<file path="config.mk">
export PLATFORM = sky130hd
export DESIGN_NAME = cswd_wake_ctrl
export DESIGN_NICKNAME = d
export VERILOG_FILES = /design/src/cswd_pkg.sv /design/src/cswd_wake_ctrl.sv /design/src/cswd_sync.sv /design/src/cswd_run_filter.sv
export SDC_FILE = /design/constraint.sdc
export NUM_CORES = 1
export LEC_CHECK = 0
export ABC_AREA = 1
export BUFFER_PORTS_ARGS = -buffer_cell sky130_fd_sc_hd__buf_2
export CAP_MARGIN = 20
export CORE_UTILIZATION = 41
export CTS_BUF_LIST = sky130_fd_sc_hd__clkbuf_4
export DETAILED_ROUTE_END_ITERATION = 10
export GPL_ROUTABILITY_DRIVEN = 0
export GPL_TIMING_DRIVEN = 0
export PLACE_DENSITY_LB_ADDON = 0.1
export SLEW_MARGIN = 20
export SYNTH_ARGS = -nofsm -noshare
export SYNTH_HDL_FRONTEND = slang
export SYNTH_HIERARCHICAL = 1
export SYNTH_SLANG_ARGS = --single-unit
</file>
<file path="constraint.sdc">
create_clock -name clk_sys_i -period 2.59 [get_ports clk_sys_i]
set_clock_uncertainty 0.1 [all_clocks]
set_input_delay 0.259 -clock clk_sys_i [delete_from_list [all_inputs] [get_ports clk_sys_i]]
set_output_delay 0.259 -clock clk_sys_i [all_outputs]
set_load 0.01 [all_outputs]
</file>
<file path="src/cswd_pkg.sv">
// Shared constants of the CAN sleep and wake detector: mode, bias and pattern state codes,
// timing figures and the cycle counts derived from them.
// Assumes a single 50 MHz system clock; all times are converted to cycles of it here.
package cswd_pkg;

   // System clock period
   localparam int unsigned CLK_PERIOD_NS = 20;

   // Pattern filter time; a least time, so the cycle count rounds up
   localparam int unsigned PATTERN_FILTER_TIME_NS = 1150;
   localparam int unsigned PATTERN_FILTER_CYCLES =
      (PATTERN_FILTER_TIME_NS + CLK_PERIOD_NS - 1) / CLK_PERIOD_NS;

   // Pattern window time; a longest time, so the cycle count rounds down
   localparam int unsigned PATTERN_WINDOW_TIME_US = 1000;
   localparam int unsigned PATTERN_WINDOW_CYCLES =
      PATTERN_WINDOW_TIME_US * (1000 / CLK_PERIOD_NS);

   // Sleep entry delay; a least time, rounds up
   localparam int unsigned SLEEP_ENTRY_DELAY_US = 20;
   localparam int unsigned SLEEP_ENTRY_CYCLES =
      (SLEEP_ENTRY_DELAY_US * 1000 + CLK_PERIOD_NS - 1) / CLK_PERIOD_NS;

   // Bus silence time for the bias control
   localparam int unsigned BUS_SILENCE_TIME_MS = 1000;
   localparam int unsigned BUS_SILENCE_CYCLES =
      BUS_SILENCE_TIME_MS * (1000000 / CLK_PERIOD_NS);

   // Operating modes, one-hot
   typedef enum logic [4:0] {
      MODE_NORMAL  = 5'h01,
      MODE_SILENT  = 5'h02,
      MODE_STANDBY = 5'h04,
      MODE_GTS     = 5'h08,
      MODE_SLEEP   = 5'h10
   } cswd_mode_t;

   // Bus bias states, one-hot
   typedef enum logic [2:0] {
      BIAS_ACTIVE     = 3'h1,
      BIAS_AUTO_ACT   = 3'h2,
      BIAS_AUTO_INACT = 3'h4
   } cswd_bias_t;

   // Bus wake pattern detector states, one-hot
   typedef enum logic [3:0] {
      WK_IDLE     = 4'h1,
      WK_WAIT_REC = 4'h2,
      WK_WAIT_DOM = 4'h4,
      WK_BLOCK    = 4'h8
   } cswd_wk_t;

   // Reset values
   localparam cswd_mode_t MODE_RESET = MODE_STANDBY;
   localparam cswd_bias_t BIAS_RESET = BIAS_AUTO_INACT;
   localparam cswd_wk_t WK_RESET = WK_IDLE;
   localparam logic POWER_UP_FLAG_RESET = 1'h1;
   localparam logic PENDING_FLAG_RESET = 1'h0;

endpackage : cswd_pkg

</file>
<file path="src/cswd_wake_ctrl.sv">
// Sleep and wake control of a CAN transceiver: operating mode, bus wake pattern detector,
// local pin wake detector, bus bias state and the receive-data and inhibit outputs.
// Assumes the low-power receiver level (low = dominant) and the wake pin arrive asynchronously,
// and that the mode pins and supply monitors are plain levels.
// Limitation: supply monitors are used unfiltered, so they must arrive as clean levels.
`timescale 1ns/1ps
`default_nettype none
module cswd_wake_ctrl
   import cswd_pkg::*;
#(
   parameter int unsigned FILTER_CYCLES = PATTERN_FILTER_CYCLES,
   parameter int unsigned WINDOW_CYCLES = PATTERN_WINDOW_CYCLES,
   parameter int unsigned SILENCE_CYCLES = BUS_SILENCE_CYCLES
)
(
   // Clock and reset
   input wire logic clk_sys_i,
   input wire logic rst_n_i,
   // Host mode pins
   input wire logic standby_select_n_i,
   input wire logic enable_i,
   // Supply monitors, high while below the limit
   input wire logic core_supply_undervoltage_i,
   input wire logic io_supply_undervoltage_i,
   // Bus receiver level (low = dominant) and local switch pin
   input wire logic bus_rx_i,
   input wire logic wake_pin_i,
   // Receive-data pin
   output logic rxd_o,
   output logic rxd_oe_o,
   // Inhibit pin
   output logic supply_inhibit_out_o,
   output logic supply_inhibit_oe_o,
   // Status
   output logic [4:0] mode_o,
   output logic [2:0] bias_state_o,
   output logic pending_request_flag_o,
   output logic power_up_flag_o,
   output logic bus_wake_pattern_o,
   output logic local_pin_event_o
);

   // Counter widths hold each end count itself; the end values are cut to width on purpose
   localparam int unsigned WW = $clog2(WINDOW_CYCLES + 1);
   localparam int unsigned GW = $clog2(SLEEP_ENTRY_CYCLES + 1);
   localparam int unsigned SW = $clog2(SILENCE_CYCLES + 1);
   localparam logic [WW-1:0] WIN_END = WW'(WINDOW_CYCLES);
   localparam logic [GW-1:0] GTS_END = GW'(SLEEP_ENTRY_CYCLES);
   localparam logic [SW-1:0] SIL_END = SW'(SILENCE_CYCLES);

   // All controller state in one record, registered as a whole
   typedef struct packed {
      cswd_mode_t mode;
      cswd_bias_t bias;
      cswd_wk_t wk;
      logic [WW-1:0] win_cnt;
      logic [GW-1:0] gts_cnt;
      logic [SW-1:0] sil_cnt;
      logic wake_prev;
      logic pend;
      logic pwr;
      logic rxd;
      logic rxd_oe;
      logic supply_inhibit_out;
      logic inh_oe;
      logic bus_evt;
      logic loc_evt;
   } cswd_state_t;

   cswd_state_t st;
   cswd_state_t next_st;

   // Synchronised levels, filter pulses and decoded conditions
   logic [1:0] sync_lv;
   logic bus_lv;
   logic wake_lv;
   logic dom_hit;
   logic rec_hit;
   logic sup_ok;
   logic low_power;
   logic bus_wake;
   logic loc_wake;

   // True in the two modes where the main receiver is on and the wake logic is off
   function automatic logic mode_active(input cswd_mode_t m);
      return (m == MODE_NORMAL) || (m == MODE_SILENT);
   endfunction : mode_active

   // True while a partial pattern is open and the window counts
   function automatic logic in_window(input cswd_wk_t w);
      return (w == WK_WAIT_REC) || (w == WK_WAIT_DOM);
   endfunction : in_window

   // Filter must fit below 2 us and above the window ordering; 1Mbps pair is also 2 us
   generate
      if (FILTER_CYCLES * CLK_PERIOD_NS >= 2000 || WINDOW_CYCLES <= 3 * FILTER_CYCLES)
      begin : g_bad_times
         $error("cswd_wake_ctrl: filter time must be under 2 us and well inside the window");
      end
      if (SILENCE_CYCLES < 1)
      begin : g_bad_silence
         $error("cswd_wake_ctrl: SILENCE_CYCLES must be at least 1");
      end
   endgenerate

   // Both external levels pass a two-stage synchroniser first
   // Bit 0 carries the bus level, bit 1 the wake pin
   cswd_sync #(
      .WIDTH(2)
   ) u_sync (
      .clk_sys_i(clk_sys_i),
      .rst_n_i(rst_n_i),
      .async_i({wake_pin_i, bus_rx_i}),
      .sync_o(sync_lv)
   );

   assign bus_lv = sync_lv[0];
   assign wake_lv = sync_lv[1];

   // Filtered phase pulses of the bus level
   cswd_run_filter #(
      .FILTER_CYCLES(FILTER_CYCLES)
   ) u_filter (
      .clk_sys_i(clk_sys_i),
      .rst_n_i(rst_n_i),
      .bus_level_i(bus_lv),
      .dom_hit_o(dom_hit),
      .rec_hit_o(rec_hit)
   );

   // Decoded conditions used throughout the next-state logic
   assign sup_ok = !core_supply_undervoltage_i && !io_supply_undervoltage_i;
   assign low_power = (st.mode == MODE_STANDBY) || (st.mode == MODE_GTS) ||
      (st.mode == MODE_SLEEP);
   assign bus_wake = low_power && (st.wk == WK_WAIT_DOM) && dom_hit;
   // Monitoring off in normal and silent, on in standby, go-to-sleep and sleep
   // Edges come from the synchronised pin, so each settled change gives one event
   assign loc_wake = low_power && (wake_lv != st.wake_prev);

   always_comb
   begin
      next_st = st;
      next_st.bus_evt = bus_wake;
      next_st.loc_evt = loc_wake;
      // Edge reference follows the pin in every mode, so enabling never fakes an edge
      next_st.wake_prev = wake_lv;

      // Bus wake pattern detector, forced idle outside the low-power modes
      if (!low_power)
      begin
         next_st.wk = WK_IDLE;
         next_st.win_cnt = '0;
      end
      else
      begin
         if (in_window(st.wk))
            next_st.win_cnt = st.win_cnt + WW'(1);
         case (st.wk)
            WK_IDLE:
            begin
               // Window stays cleared until the first filtered dominant
               next_st.win_cnt = '0;
               if (dom_hit)
                  next_st.wk = WK_WAIT_REC;
            end
            WK_WAIT_REC:
            begin
               // Unfiltered traffic is ignored here
               if (rec_hit)
                  next_st.wk = WK_WAIT_DOM;
            end
            WK_WAIT_DOM:
            begin
               // Completion returns straight to idle, ready for the next pattern
               if (dom_hit)
                  next_st.wk = WK_IDLE;
            end
            WK_BLOCK:
            begin
               // Bus was dominant at expiry; a stuck bus must not start a new attempt
               next_st.win_cnt = '0;
               if (rec_hit)
                  next_st.wk = WK_IDLE;
            end
            default:
            begin
               // Illegal codes recover to idle
               next_st.wk = WK_IDLE;
            end
         endcase
         // Window expiry wipes the partial pattern; completion on the same cycle wins
         if (in_window(st.wk) && st.win_cnt == WIN_END && !bus_wake)
         begin
            next_st.wk = bus_lv ? WK_IDLE : WK_BLOCK;
            next_st.win_cnt = '0;
         end
      end

      // Operating mode; the standby pin high wins in every mode once both supplies are good,
      // and an undervoltage with the standby pin high falls back to standby, except in sleep, which holds until a wake event
      // The sleep entry delay counts consecutive cycles; any other mode restarts it
      next_st.gts_cnt = '0;
      if (standby_select_n_i && sup_ok)
         next_st.mode = enable_i ? MODE_NORMAL : MODE_SILENT;
      else if (st.mode == MODE_SLEEP)
      begin
         // With the standby pin low or an undervoltage, only a wake event leaves sleep; other pin changes are ignored here
         if (bus_wake || loc_wake)
            next_st.mode = MODE_STANDBY;
      end
      else if (!standby_select_n_i && enable_i && !st.pend)
      begin
         // Reached only with no request pending; a pending one holds standby
         next_st.mode = MODE_GTS;
         if (st.mode == MODE_GTS)
         begin
            next_st.gts_cnt = st.gts_cnt + GW'(1);
            if (st.gts_cnt == GTS_END - GW'(1))
            begin
               next_st.mode = MODE_SLEEP;
               next_st.gts_cnt = '0;
            end
         end
      end
      else
         next_st.mode = MODE_STANDBY;

      // Flags: a wake event in the cycle of the clear still sets the request
      // The power-up flag is only ever set by reset
      if (next_st.mode == MODE_NORMAL && st.mode != MODE_NORMAL)
      begin
         next_st.pend = 1'h0;
         next_st.pwr = 1'h0;
      end
      if (bus_wake || loc_wake)
         next_st.pend = 1'h1;

      // Bus silence timer, restarted by any dominant level
      // It saturates, so a long idle bus keeps the timer expired
      if (!bus_lv)
         next_st.sil_cnt = '0;
      else if (st.sil_cnt != SIL_END)
         next_st.sil_cnt = st.sil_cnt + SW'(1);

      // Bus bias control
      // Leaving the active modes picks the autonomous state from bus silence
      case (st.bias)
         BIAS_ACTIVE:
         begin
            if (!mode_active(next_st.mode))
               next_st.bias = (st.sil_cnt == SIL_END) ? BIAS_AUTO_INACT : BIAS_AUTO_ACT;
            else if (!sup_ok)
               next_st.bias = BIAS_AUTO_ACT;
         end
         BIAS_AUTO_ACT:
         begin
            if (next_st.mode == MODE_NORMAL && sup_ok)
               next_st.bias = BIAS_ACTIVE;
            else if (low_power && st.sil_cnt == SIL_END)
               next_st.bias = BIAS_AUTO_INACT;
         end
         BIAS_AUTO_INACT:
         begin
            if (next_st.mode == MODE_NORMAL && sup_ok)
               next_st.bias = BIAS_ACTIVE;
            else if (bus_wake || !sup_ok && !low_power)
               next_st.bias = BIAS_AUTO_ACT;
         end
         default:
         begin
            next_st.bias = BIAS_RESET;
         end
      endcase

      // Receive-data: bus level when active, request indication when in low power
      // The pin floats without the I/O supply; a held request shows once it recovers
      next_st.rxd_oe = !io_supply_undervoltage_i;
      if (mode_active(next_st.mode))
         next_st.rxd = bus_lv;
      else
         next_st.rxd = !next_st.pend;

      // Inhibit drives high except in sleep, where it floats
      next_st.supply_inhibit_out = (next_st.mode != MODE_SLEEP);
      next_st.inh_oe = (next_st.mode != MODE_SLEEP);
   end

   // Single state register; reset sets the power-up flag and standby mode
   // Receive-data stays undriven in reset until the supply has been sampled
   always_ff @(posedge clk_sys_i or negedge rst_n_i)
   begin
      if (!rst_n_i)
      begin
         st <= '0;
         st.mode <= MODE_RESET;
         st.bias <= BIAS_RESET;
         st.wk <= WK_RESET;
         st.wake_prev <= 1'h1;
         st.pend <= PENDING_FLAG_RESET;
         st.pwr <= POWER_UP_FLAG_RESET;
         st.rxd <= 1'h1;
         st.supply_inhibit_out <= 1'h1;
         st.inh_oe <= 1'h1;
      end
      else
         st <= next_st;
   end

   // Outputs come straight from the state register
   assign rxd_o = st.rxd;
   assign rxd_oe_o = st.rxd_oe;
   assign supply_inhibit_out_o = st.supply_inhibit_out;
   assign supply_inhibit_oe_o = st.inh_oe;
   assign mode_o = st.mode;
   assign bias_state_o = st.bias;
   assign pending_request_flag_o = st.pend;
   assign power_up_flag_o = st.pwr;
   assign bus_wake_pattern_o = st.bus_evt;
   assign local_pin_event_o = st.loc_evt;

endmodule : cswd_wake_ctrl
`default_nettype wire

</file>
<file path="src/cswd_sync.sv">
// Two-stage synchroniser for a group of asynchronous levels.
// Assumes the inputs may change at any time relative to clk_sys_i.
`timescale 1ns/1ps
`default_nettype none
module cswd_sync
   import cswd_pkg::*;
#(
   parameter int unsigned WIDTH = 2
)
(
   // Clock and reset
   input wire logic clk_sys_i,
   input wire logic rst_n_i,
   // Levels
   input wire logic [WIDTH-1:0] async_i,
   output var logic [WIDTH-1:0] sync_o
);

   typedef struct packed {
      logic [WIDTH-1:0] stage1;
      logic [WIDTH-1:0] stage2;
   } cswd_sync_state_t;

   cswd_sync_state_t st;
   cswd_sync_state_t next_st;

   // First stage feeds only the second stage, keeping metastability out of the logic
   always_comb
   begin
      next_st = st;
      next_st.stage1 = async_i;
      next_st.stage2 = st.stage1;
   end

   // Reset to all ones: a recessive bus and a high pin level
   always_ff @(posedge clk_sys_i or negedge rst_n_i)
   begin
      if (!rst_n_i)
         st <= '1;
      else
         st <= next_st;
   end

   assign sync_o = st.stage2;

endmodule : cswd_sync
`default_nettype wire

</file>
<file path="src/cswd_run_filter.sv">
// Run-length filter: pulses once when the bus has held one level for the filter time.
// Assumes a synchronised input, low meaning dominant.
`timescale 1ns/1ps
`default_nettype none
module cswd_run_filter
   import cswd_pkg::*;
#(
   parameter int unsigned FILTER_CYCLES = PATTERN_FILTER_CYCLES
)
(
   // Clock and reset
   input wire logic clk_sys_i,
   input wire logic rst_n_i,
   // Bus level and filtered phase pulses
   input wire logic bus_level_i,
   output var logic dom_hit_o,
   output var logic rec_hit_o
);

   localparam int unsigned CW = $clog2(FILTER_CYCLES + 1);
   localparam logic [CW-1:0] CNT_LAST = CW'(FILTER_CYCLES - 1);

   typedef struct packed {
      logic prev;
      logic [CW-1:0] cnt;
      logic dom_hit;
      logic rec_hit;
   } cswd_flt_state_t;

   cswd_flt_state_t st;
   cswd_flt_state_t next_st;

   generate
      if (FILTER_CYCLES < 2)
      begin : g_bad_filter
         $error("cswd_run_filter: FILTER_CYCLES must be at least 2");
      end
   endgenerate

   // Count cycles of the same level; a change restarts, so short glitches never qualify
   always_comb
   begin
      next_st = st;
      next_st.prev = bus_level_i;
      next_st.dom_hit = 1'h0;
      next_st.rec_hit = 1'h0;
      if (bus_level_i != st.prev)
         next_st.cnt = '0;
      else if (st.cnt < CW'(FILTER_CYCLES))
      begin
         next_st.cnt = st.cnt + CW'(1);
         if (st.cnt == CNT_LAST)
         begin
            next_st.dom_hit = !bus_level_i;
            next_st.rec_hit = bus_level_i;
         end
      end
   end

   always_ff @(posedge clk_sys_i or negedge rst_n_i)
   begin
      if (!rst_n_i)
         st <= '{prev: 1'h1, cnt: '0, dom_hit: 1'h0, rec_hit: 1'h0};
      else
         st <= next_st;
   end

   assign dom_hit_o = st.dom_hit;
   assign rec_hit_o = st.rec_hit;

endmodule : cswd_run_filter
`default_nettype wire

</file>
==> run summary, run 1 <==
HPWL after detailed placement: 7.839 mm
Hold Path Class: primary input to register
CP most frequent cell: clkbuf_1
combinational share of power: 26.2%
Core ar.: 11610 µm²
Cell variety after synth: 40
clk sink count: 85
met3 usage: 3.564%
number of I/O pins: 24
failing checks: DRC
DRT Wirelength: 10.42 mm
final worst-path cycle share: 73.37%
r2r setup slk: 0.69 ns
FMAX: 526.2 MHz
fraction of power spent switching nets: 34.61%
Die Wd: 112.2 µm
worst setup path category: register to register
#FFs+latches synth: 85
final hold viol count: 0
largest net degree at the start of global routing: 55
DP Area: 5306 µm²
Clk pwr share: 25.4%
Worst Setup Start Kind: register
RSZ-0062 raised after global routing: no
DRT iter0 DRCs: 236
vias in the first global route: 4127
Crit Path Max Fanout: 10
Initial Utilization: 42.90%
Fin Setup TNS: 0 ns
status: finished, violations left
met2 usage in global routing: 28.94%
die extent in y: 112.2 µm
CP max stage cell: dfstp_2
register clock-pin slew on the reported worst setup and hold paths: 0.13 ns
ANT nets after route: 0
met1 Track Usage GR: 25.23%
Worst VDD drop: 0.0002783 V
finished layout cell area: 5493 µm²
share of cells above drive strength 1: 16.01%
CP Capture Type: register
Final #Nets: 716
min cycle time layout: 1.900 ns
PortBufs: 23
Post-Syn Area per Cell: 7.537 µm²
busiest grt layer: met2
DR vias: 4194
clk buf depth: 2
H-tree level count: 3
# DRC: 5
Cell Area, Synth: 4982 µm²
fin worst setup slack: 0.6896 ns
post-synthesis sequential area ratio: 42.99%
Req. time, crit path: 2.89 ns
Pint: 1.992 mW
worst-path cell chain: clkbuf_1 -> inv_1 -> clkbuf_1 -> nor2_1 -> nand2_1 -> o21ai_0
Max stage delay on crit path: 0.57 ns
wire per inst: 12.26 µm
Synthesized Nets: 676
area grow syn2layout: 10.25%
FF-to-FF path depth: 6
Flop pwr share: 48.4%
initial antenna violation count: 1
CP delay by family, top: buffers and inverters
worst reg2reg startpoint: u_sync/sync_o[0]
clock insertion delay at the later pin of the skew report: 0.46 ns
# fillers: 1190
CP arrival: 2.20 ns
drt first pass iters: 8
Cells after Synth: 661
Post-CTS Resized: 0
gr ovfl total: 0
most common cell after layout, fill and taps aside: nand2_1
most frequent cells in the layout: 138 x nand2_1, 106 x nor2_1, 89 x inv_1
Site Rows: 39
Buf+Inv Stages, Crit Path: 3
end of the critical path: st[9]
switching power: 1.054 mW
Critical path origin: u_sync/sync_o[0]
first-pass GRT wire length: 18.86 mm
Max-slew headroom: 60.55%
CTS tree: yes
die area: 12600 µm²
pwr/cell area: 554.5 nW/µm²
clock root buffer: clkbuf_4
worst reg2reg path endpoint: st[9]
Ys Warns: 6
Worst Max-Slew Pin Slew: 0.5918 ns
Levels on crit path: 6
Slew Limit Fails: 0
Setup violations, final: 0
Placed Cells: 828
P_leak: 2.547 nW
Via density: 4.934
CTS Buf Count: 9
Tot GR Track Use: 18.67%
Place WS: 0.6781 ns
Post-Layout Cell Count: 850
Max-Cap Viols: 0
synthesized netlist by cell type (all sizes together):
cell type  count  area, µm²
nand2        149      591.8
nor2         119      519.3
inv           95      359.1
dfrtp         73       1827
nand3         54      300.3
o21ai         29      148.9
a21oi         23      130.1
nand4         21      131.4
nor3          21      136.4
xor2          21      183.9
buf           18      125.1
dfstp         12      315.3
ha             7      87.58
clkbuf         3      11.26
nand3b         3      22.52
nor3b          3      22.52
nor4           2      12.51
a21boi         1      7.510
a21o           1      7.510
a2bb2oi        1      8.760
and3           1      6.260
clkinv         1      3.750
o21a           1      7.510
o21bai         1      7.510
xnor2          1      8.760
layer usage:
layer,part of all wire [%],wire length (µm)
met5,0,0
met4,2.1,218
met3,4.1,424
met2,44,4549
met1,50,5231
per-stage QoR:
stage	hold slack, ns	util (%)	power, mW
floorplan	-0.1366	-	2.066
global placement	0.2471	45.43	2.274
detailed placement	0.1396	45.69	2.297
CTS	0.06692	47.27	3.085
global route	0.1032	47.30	3.263
finish	0.1059	47.30	3.046
final cells by class:
type                       count  area, µm²  share of cell area [%]
multi-input combinational    459       2341                   42.62
sequential                    85       2142                   39.00
inverter                      96      362.8                   6.606
timing repair buffer          29      195.2                   3.554
tap                          143      178.9                   3.257
buffer                        21      136.4                   2.483
clock buffer                  11      82.58                   1.503
clock inverter                 5      51.30                  0.9339
antenna                        1      2.502                 0.04556
power by group through the flow:
stage / registers (mW) / clock network, mW / logic (mW)
6_report: 1.48 / 0.773 / 0.798
5_1_grt: 1.49 / 0.859 / 0.918
4_1_cts: 1.47 / 0.804 / 0.806
3_5_place_dp: 1.50 / 0 / 0.799
3_3_place_gp: 1.49 / 0 / 0.780
2_1_floorplan: 1.49 / 0 / 0.579
worst register-to-register path, cell delays in order (launching register included):
cell and delay, ns:
dfstp_2 0.57, clkbuf_1 0.40, inv_1 0.12, clkbuf_1 0.31
nor2_1 0.21, nand2_1 0.07, o21ai_0 0.07
logic make-up (layout without fill, tap and decap cells):
group	count (synthesis)	after routing	share of synthesized area (%)
AOI/OAI and AO/OA	57	57	6.379
xor gates and xnor gates	22	22	3.868
adders and majority gates	7	7	1.758
buffers and inverters	117	162	10.02
DFF	85	85	42.99
other	0	1	0
and+or+nand+nor	373	373	34.98
state kept, by name (all words and copies together), names as in the netlist:
signal / cells
u_filter/dom_hit_o: 1
u_filter/rec_hit_o: 1
bias_state_o: 3
u_filter/st: 7
mode_o: 5
u_sync/sync_o: 2
u_sync/next_st: 2
local_pin_event_o: 1
pending_request_flag_o: 1
rxd_oe_o: 1
power_up_flag_o: 1
supply_inhibit_oe_o: 1
st: 57
rxd_o: 1
bus_wake_pattern_o: 1
repair_timing:
action	4_1_cts	5_1_grt
setup endpoints to repair	0	0
hold endpoints to repair	35	0
setup buffers	0	0
hold buffers	5	0
worst min path at each step:
stage | startpoint | endpoint | slack (ns) | cells after the start
floorplan | rst_n_i | bias_state_o[0] | -0.14 | 0
global placement | u_sync/next_st[0] | u_sync/sync_o[0] | 0.25 | 0
detailed placement | rst_n_i | st[42] | 0.14 | 1
CTS | standby_select_n_i | rxd_o | 0.07 | 5
global route | standby_select_n_i | rxd_o | 0.10 | 5
finish | standby_select_n_i | rxd_o | 0.11 | 5
Note: power is estimated with default switching activity, not from simulation.
==> run 2, diff against run 1 <==
ABC_AREA = 0   (was 1)
clock period = 1.7 ns   (was 2.59 ns; I/O delays follow)
==> run 2 against run 1 <==
Against the previous run:
- the flow finishes with violations (setup timing)
- largest power group unchanged
- synthesized cell count is 33% lower
- clock power rose by 59%
- final cell count is 20% lower
- register-to-register slack lost 0.99 ns
- first-iteration DRC count fell by 47%
- setup slack worse by 0.99 ns
- routed wire length down 2.4%
- critical path type unchanged
- global-route usage is 0.16 points higher
- sequential power rose by 47%
==> run summary, run 2 <==
status: finished, violations left (unchanged)
failing checks: setup timing (was DRC)
Cell Area, Synth: 4374 µm² (was 4982 µm²)
finished layout cell area: 5866 µm² (was 5493 µm²)
DRT iter0 DRCs: 124 (was 236)
pwr/cell area: 676.4 nW/µm² (was 554.5 nW/µm²)
H-tree level count: 3 (unchanged)
initial antenna violation count: 0 (was 1)
drt first pass iters: 4 (was 8)
Post-Layout Cell Count: 684 (was 850)
clock insertion delay at the later pin of the skew report: 0.45 ns (was 0.46 ns)
end-of-flow core utilization: 56.82% (was 47.30%)
Final #Nets: 558 (was 716)
number of enable flip-flop cells after synthesis: 0 (unchanged)
Initial Utilization: 42.37% (was 42.90%)
Max-Cap Viols: 0 (unchanged)
Tot GR Track Use: 18.83% (was 18.67%)
async set-reset flop share out of synthesis: 100.0% (unchanged)
Worst VDD drop: 0.0004348 V (was 0.0002783 V)
#FFs+latches synth: 85 (unchanged)
HPWL after detailed placement: 5.959 mm (was 7.839 mm)
max reg flops: 57 (unchanged)
Worst Setup Start Kind: register (unchanged)
gr ovfl total: 0 (unchanged)
DRT Wirelength: 10.18 mm (was 10.42 mm)
CTS Buf Count: 9 (unchanged)
RSZ-0062 raised after global routing: yes (was no)
Slew Limit Fails: 0 (unchanged)
clk buf depth: 2 (unchanged)
share of cells above drive strength 1: 37.96% (was 16.01%)
area grow syn2layout: 34.10% (was 10.25%)
antenna cells: 0 (was 1)
clk sink count: 85 (unchanged)
Req. time, crit path: 1.98 ns (was 2.89 ns)
Ys Warns: 6 (unchanged)
most frequent cells in the layout: 71 x dfrtp_1, 66 x nor2_1, 54 x buf_4 (was 138 x nand2_1, 106 x nor2_1, 89 x inv_1)
die area: 11090 µm² (was 12600 µm²)
number of I/O pins: 24 (unchanged)
ANT nets after route: 0 (unchanged)
Max-slew headroom: 53.66% (was 60.55%)
first-pass GRT wire length: 16.48 mm (was 18.86 mm)
most common cell after layout, fill and taps aside: dfrtp_1 (was nand2_1)
DR vias: 3559 (was 4194)
largest net degree at the start of global routing: 54 (was 55)
count leader, synth: nor2_1 (was nand2_1)
top post-synthesis cells by count: 75 x nor2_1, 73 x dfrtp_1, 27 x xnor2_1, 26 x nand3_1, 24 x nand2_1 (was 138 x nand2_1, 106 x nor2_1, 89 x inv_1, 73 x dfrtp_1, 48 x nand3_1)
vias in the first global route: 3519 (was 4127)
Cells after Synth: 441 (was 661)
fin worst setup slack: -0.2978 ns (was 0.6896 ns)
Worst Max-Slew Pin Slew: 0.6936 ns (was 0.5918 ns)
die extent in y: 105.3 µm (was 112.2 µm)
FMAX: 500.5 MHz (was 526.2 MHz)
Synthesized Nets: 456 (was 676)
Setup violations, final: 39 (was 0)
min cycle time layout: 1.998 ns (was 1.900 ns)
clock root buffer: clkbuf_4 (unchanged)
Most flops, register: st (unchanged)
CTS tree: yes (unchanged)
# fillers: 890 (was 1190)
CP Capture Type: register (unchanged)
post-synth top area share: 41.76% (was 36.66%)
Die Wd: 105.3 µm (was 112.2 µm)
register clock-pin slew on the reported worst setup and hold paths: 0.14 ns (was 0.13 ns)
Cell variety after synth: 58 (was 40)
# DRC: 0 (was 5)
top post-synthesis cells by area: dfrtp_1 42%, dfstp_2 7.2%, nor2_1 6.4%, xnor2_1 5.4%, xor2_1 4.4% (was dfrtp_1 37%, nand2_1 10%, nor2_1 8.0%, inv_1 6.7%, dfstp_2 6.3%)
dominant synthesized flop cell: dfrtp_1 (unchanged)
Placed Cells: 601 (was 828)
Hold WS: 0.09127 ns (was 0.1059 ns)
CP arrival: 2.27 ns (was 2.20 ns)
PortBufs: 23 (unchanged)
Synth area leader: dfrtp_1 (unchanged)
Site Rows: 37 (was 39)
Hold Path Class: primary input to asynchronous set/reset pin (was primary input to register)
P_leak: 2.506 nW (was 2.547 nW)
DP Area: 4738 µm² (was 5306 µm²)
Core ar.: 10320 µm² (was 11610 µm²)
Place WS: -0.3641 ns (was 0.6781 ns)
Via density: 5.203 (was 4.934)
worst setup path category: register to register (unchanged)
Crit Path Max Fanout: 2 (was 10)
Fin Setup TNS: -6.356 ns (was 0 ns)
Post-Syn Area per Cell: 9.919 µm² (was 7.537 µm²)
wire per inst: 14.88 µm (was 12.26 µm)
final hold viol count: 0 (unchanged)
total power: 3.968 mW (was 3.046 mW)
post-synthesis sequential area ratio: 48.97% (was 42.99%)
final worst-path cycle share: 117.5% (was 73.37%)
==> run 2: cell count changes after synthesis, sizes merged, moves of 6 or more <==
cell	before	now
and3	1	8
inv	95	11
nand2	149	24
nand3	54	29
nand4	21	15
nor2	119	75
nor3	21	7
o21ai	29	8
xnor2	1	27
==> run 2: power breakdown <==
part / internal (mW) / leakage, nW / switching, mW / total [mW]
combinational: 0.271 / 1.30 / 0.306 / 0.576
sequential: 2.10 / 1.13 / 0.0654 / 2.17
clock: 0.532 / 0.0825 / 0.694 / 1.23
total: 2.90 / 2.51 / 1.07 / 3.97
==> run 2: logic make-up after synthesis <==
group	Yosys count	synth area share [%]
XOR/XNOR	49	9.811
multiplexers	2	0.4863
buffers and inverters	34	4.376
flip-flops	85	48.97
adder cells (fa/ha/maj)	7	2.002
AO/OA/AOI/OAI	60	9.210
AND/OR/NAND/NOR	204	25.14
==> run 2: final cells by class <==
class | count | area, µm² | share of cell area, %
multi-input combinational | 323 | 2466 | 42.04
sequential | 85 | 2145 | 36.56
clock buffer | 14 | 105.1 | 1.792
buffer | 22 | 162.7 | 2.773
clock inverter | 2 | 35.03 | 0.5973
inverter | 11 | 41.29 | 0.7039
tap | 136 | 170.2 | 2.901
timing repair buffer | 91 | 740.7 | 12.63
==> run 2: metal layers <==
metal	vias to the layer above	track usage [%]	routed length [µm]
li1	1735	-	-
met4	0	6.539	141
met5	-	0	0
met1	1759	23.73	4645
met2	55	31.67	5105
met3	10	4.391	282
==> run 2: what timing repair did <==
action	4_1_cts	5_1_grt
gates cloned	1	2
pin swaps	24	33
hold buffers	8	0
setup buffers	43	14
setup endpoints to repair	54	60
gates resized for setup	37	65
hold endpoints to repair	88	0
==> run 2: worst max-delay path: stages, from the launching register on <==
cell	delay [ns]
dfrtp_1	0.41
inv_2	0.07
buf_4	0.13
buf_4	0.12
buf_4	0.12
buf_4	0.12
buf_4	0.12
buf_4	0.12
buf_4	0.12
buf_4	0.12
buf_4	0.12
buf_4	0.12
o22ai_2	0.15
==> run 2: final timing paths <==
kind	startpoint	endpoint	slack, ns	cells past startpoint
hold reg to reg	u_sync/next_st[0]	u_sync/sync_o[0]	0.26	0
hold / removal	rst_n_i	st[38]	0.09	2
setup reg to reg	st[46]	st[46]	-0.30	12
min in group clk_sys_i	wake_pin_i	u_sync/next_st[1]	0.26	2
max in group asynchronous	rst_n_i	u_sync/next_st[1]	0.73	3
setup / recovery	st[46]	st[46]	-0.30	12
==> run 3, diff against run 2 <==
CTS_CLUSTER_SIZE = 25   (was unset)
clock period = 2.25 ns   (was 1.7 ns; I/O delays follow)
==> run 3 against run 2 <==
Against the previous run:
- the run now ends clean
- routed wire length is 18% lower
- global-route usage is 2.8 points lower
- sequential power is 25% lower
- worst hold slack better by 0.049 ns
- critical path type unchanged
==> run summary, run 3 (synthesis results as in run 2) <==
status: finished, final reports clean (was finished, violations left)
die area: 11090 µm² (unchanged)
DRT Wirelength: 8.393 mm (was 10.18 mm)
# DRC: 0 (unchanged)
CP delay by family, top: simple AND/OR/NAND/NOR gates (was buffers and inverters)
CP Capture Type: register (unchanged)
CP max stage cell: or4b_4 (was dfrtp_1)
Most flops, register: st (unchanged)
fraction of power spent switching nets: 26.14% (was 26.85%)
FF-to-FF path depth: 8 (was 12)
Levels on crit path: 8 (was 12)
Clk pwr share: 33.6% (was 30.9%)
CTS Buf Count: 9 (unchanged)
Final #Nets: 503 (was 558)
RSZ-0062 raised after global routing: no (was yes)
largest net degree at the start of global routing: 56 (was 54)
Hold WS: 0.1403 ns (was 0.09127 ns)
area grow syn2layout: 14.02% (was 34.10%)
share of cells above drive strength 1: 18.26% (was 37.96%)
max reg flops: 57 (unchanged)
antenna cells: 0 (unchanged)
Worst VDD drop: 0.0002178 V (was 0.0004348 V)
Slew Limit Fails: 0 (unchanged)
end-of-flow core utilization: 48.31% (was 56.82%)
final worst-path cycle share: 94.74% (was 117.5%)
clk sink count: 85 (unchanged)
Tot GR Track Use: 16.05% (was 18.83%)
most common cell after layout, fill and taps aside: nor2_1 (was dfrtp_1)
Via density: 5.132 (was 5.203)
Buf+Inv Stages, Crit Path: 2 (was 11)
number of I/O pins: 24 (unchanged)
HPWL after detailed placement: 5.751 mm (was 5.959 mm)
worst reg2reg path endpoint: st[55] (was st[46])
Setup violations, final: 0 (was 39)
total power: 2.991 mW (was 3.968 mW)
Core ar.: 10320 µm² (unchanged)
Fin Setup TNS: 0 ns (was -6.356 ns)
H-tree level count: 3 (unchanged)
wire per inst: 13.34 µm (was 14.88 µm)
top routing layer in use: met4 (unchanged)
Die Wd: 105.3 µm (unchanged)
Site Rows: 37 (unchanged)
first-pass GRT wire length: 14.21 mm (was 16.48 mm)
Place WS: 0.08638 ns (was -0.3641 ns)
metal3 WL: 186 µm (was 282 µm)
fin worst setup slack: 0.1183 ns (was -0.2978 ns)
finished layout cell area: 4987 µm² (was 5866 µm²)
Max-slew headroom: 53.73% (was 53.66%)
Crit Path Max Fanout: 10 (was 2)
Max stage delay on crit path: 0.47 ns (was 0.41 ns)
die extent in y: 105.3 µm (unchanged)
Pint: 2.209 mW (was 2.902 mW)
worst reg2reg startpoint: st[45] (was st[46])
PortBufs: 23 (unchanged)
DRT iter0 DRCs: 77 (was 124)
wire length on met2: 3.742 mm (was 5.105 mm)
Placed Cells: 601 (unchanged)
clk buf depth: 2 (unchanged)
initial antenna violation count: 0 (unchanged)
drt first pass iters: 4 (unchanged)
Max-Cap Viols: 0 (unchanged)
Flop pwr share: 54.5% (was 54.6%)
Hold Path Class: primary input to asynchronous set/reset pin (unchanged)
DP Area: 4690 µm² (was 4738 µm²)
min cycle time layout: 2.132 ns (was 1.998 ns)
ANT nets after route: 0 (unchanged)
FMAX: 469.1 MHz (was 500.5 MHz)
vias in the first global route: 3065 (was 3519)
worst-path cell chain: inv_1 -> ha_1 -> or4b_4 -> nor4_4 -> nand3_2 -> nand3_4 -> buf_6 -> nor2_1 (was inv_2 -> buf_4 -> buf_4 -> buf_4 -> buf_4 -> buf_4 -> buf_4 -> buf_4 -> buf_4 -> buf_4 -> buf_4 -> o22ai_2)
worst setup path category: register to register (unchanged)
clock root buffer: clkbuf_4 (unchanged)
most frequent cells in the layout: 75 x nor2_1, 73 x dfrtp_1, 27 x buf_2, 27 x xnor2_1, 26 x nand3_1 (was 71 x dfrtp_1, 66 x nor2_1, 54 x buf_4)
Initial Utilization: 42.37% (unchanged)
clock insertion delay at the later pin of the skew report: 0.44 ns (was 0.45 ns)
combinational share of power: 11.8% (was 14.5%)
CTS tree: yes (unchanged)
CP arrival: 2.37 ns (was 2.27 ns)
pwr/cell area: 599.8 nW/µm² (was 676.4 nW/µm²)
Worst Max-Slew Pin Slew: 0.6925 ns (was 0.6936 ns)
P_leak: 2.111 nW (was 2.506 nW)
final hold viol count: 0 (unchanged)
Worst Setup Start Kind: register (unchanged)
gr ovfl total: 0 (unchanged)
M1 WL: 4.318 mm (was 4.645 mm)
r2r setup slk: 0.12 ns (was -0.30 ns)
switching power: 0.7818 mW (was 1.065 mW)
register clock-pin slew on the reported worst setup and hold paths: 0.14 ns (about the same)
DR vias: 3228 (was 3559)
Post-Layout Cell Count: 629 (was 684)
Req. time, crit path: 2.49 ns (was 1.98 ns)
[run 3: cell types whose count changed in the layout (fill, tap and decap cells not counted), moves of 7 or more]
cell,delta
buf_4,-37
buf_6,-18
nor2_1,+9
nand3_1,+8
nand3_2,-7
nor2_2,-7
[run 3: power by group through the flow]
stage / registers, mW / logic, mW / clock network (mW)
global placement: 1.66 / 0.328 / 0
finish: 1.63 / 0.354 / 1.01
global route: 1.64 / 0.397 / 1.11
detailed placement: 1.66 / 0.338 / 0
floorplan: 1.65 / 0.223 / 0
CTS: 1.63 / 0.351 / 1.04
[run 3: worst max path at each step]
stage / start / end / slack (ns)
final: st[45] / st[55] / 0.12
after global routing: mode_o[0] / st[40] / 0.001
after CTS: st[45] / st[55] / 0.05
after detailed placement: st[45] / st[59] / 0.09
after global placement: st[45] / st[59] / 0.08
after floorplan: st[45] / st[52] / 0.29
[run 3: final cells by class]
type / instances / area [µm²]
fillers: 996 / 5336
flip-flops and latches: 85 / 2142
multi-input cells: 322 / 2068
repair buffers: 36 / 252.7
well taps: 136 / 170.2
plain buffers: 23 / 150.1
clock inverters: 6 / 87.58
clock buffers: 10 / 75.07
inverters: 11 / 41.29
[run 3: per-layer routing]
layer	up-vias	GRT usage, %
met5	-	0
met4	0	8.149
met3	10	2.474
met2	44	24.91
met1	1549	21.80
li1	1625	-
[run 3: what timing repair did]
item	in CTS	in global routing
endpoints found under the setup margin	0	14
endpoints found under the hold margin	45	0
hold buffers	7	0
gates resized for setup	0	3
buffers inserted	0	5
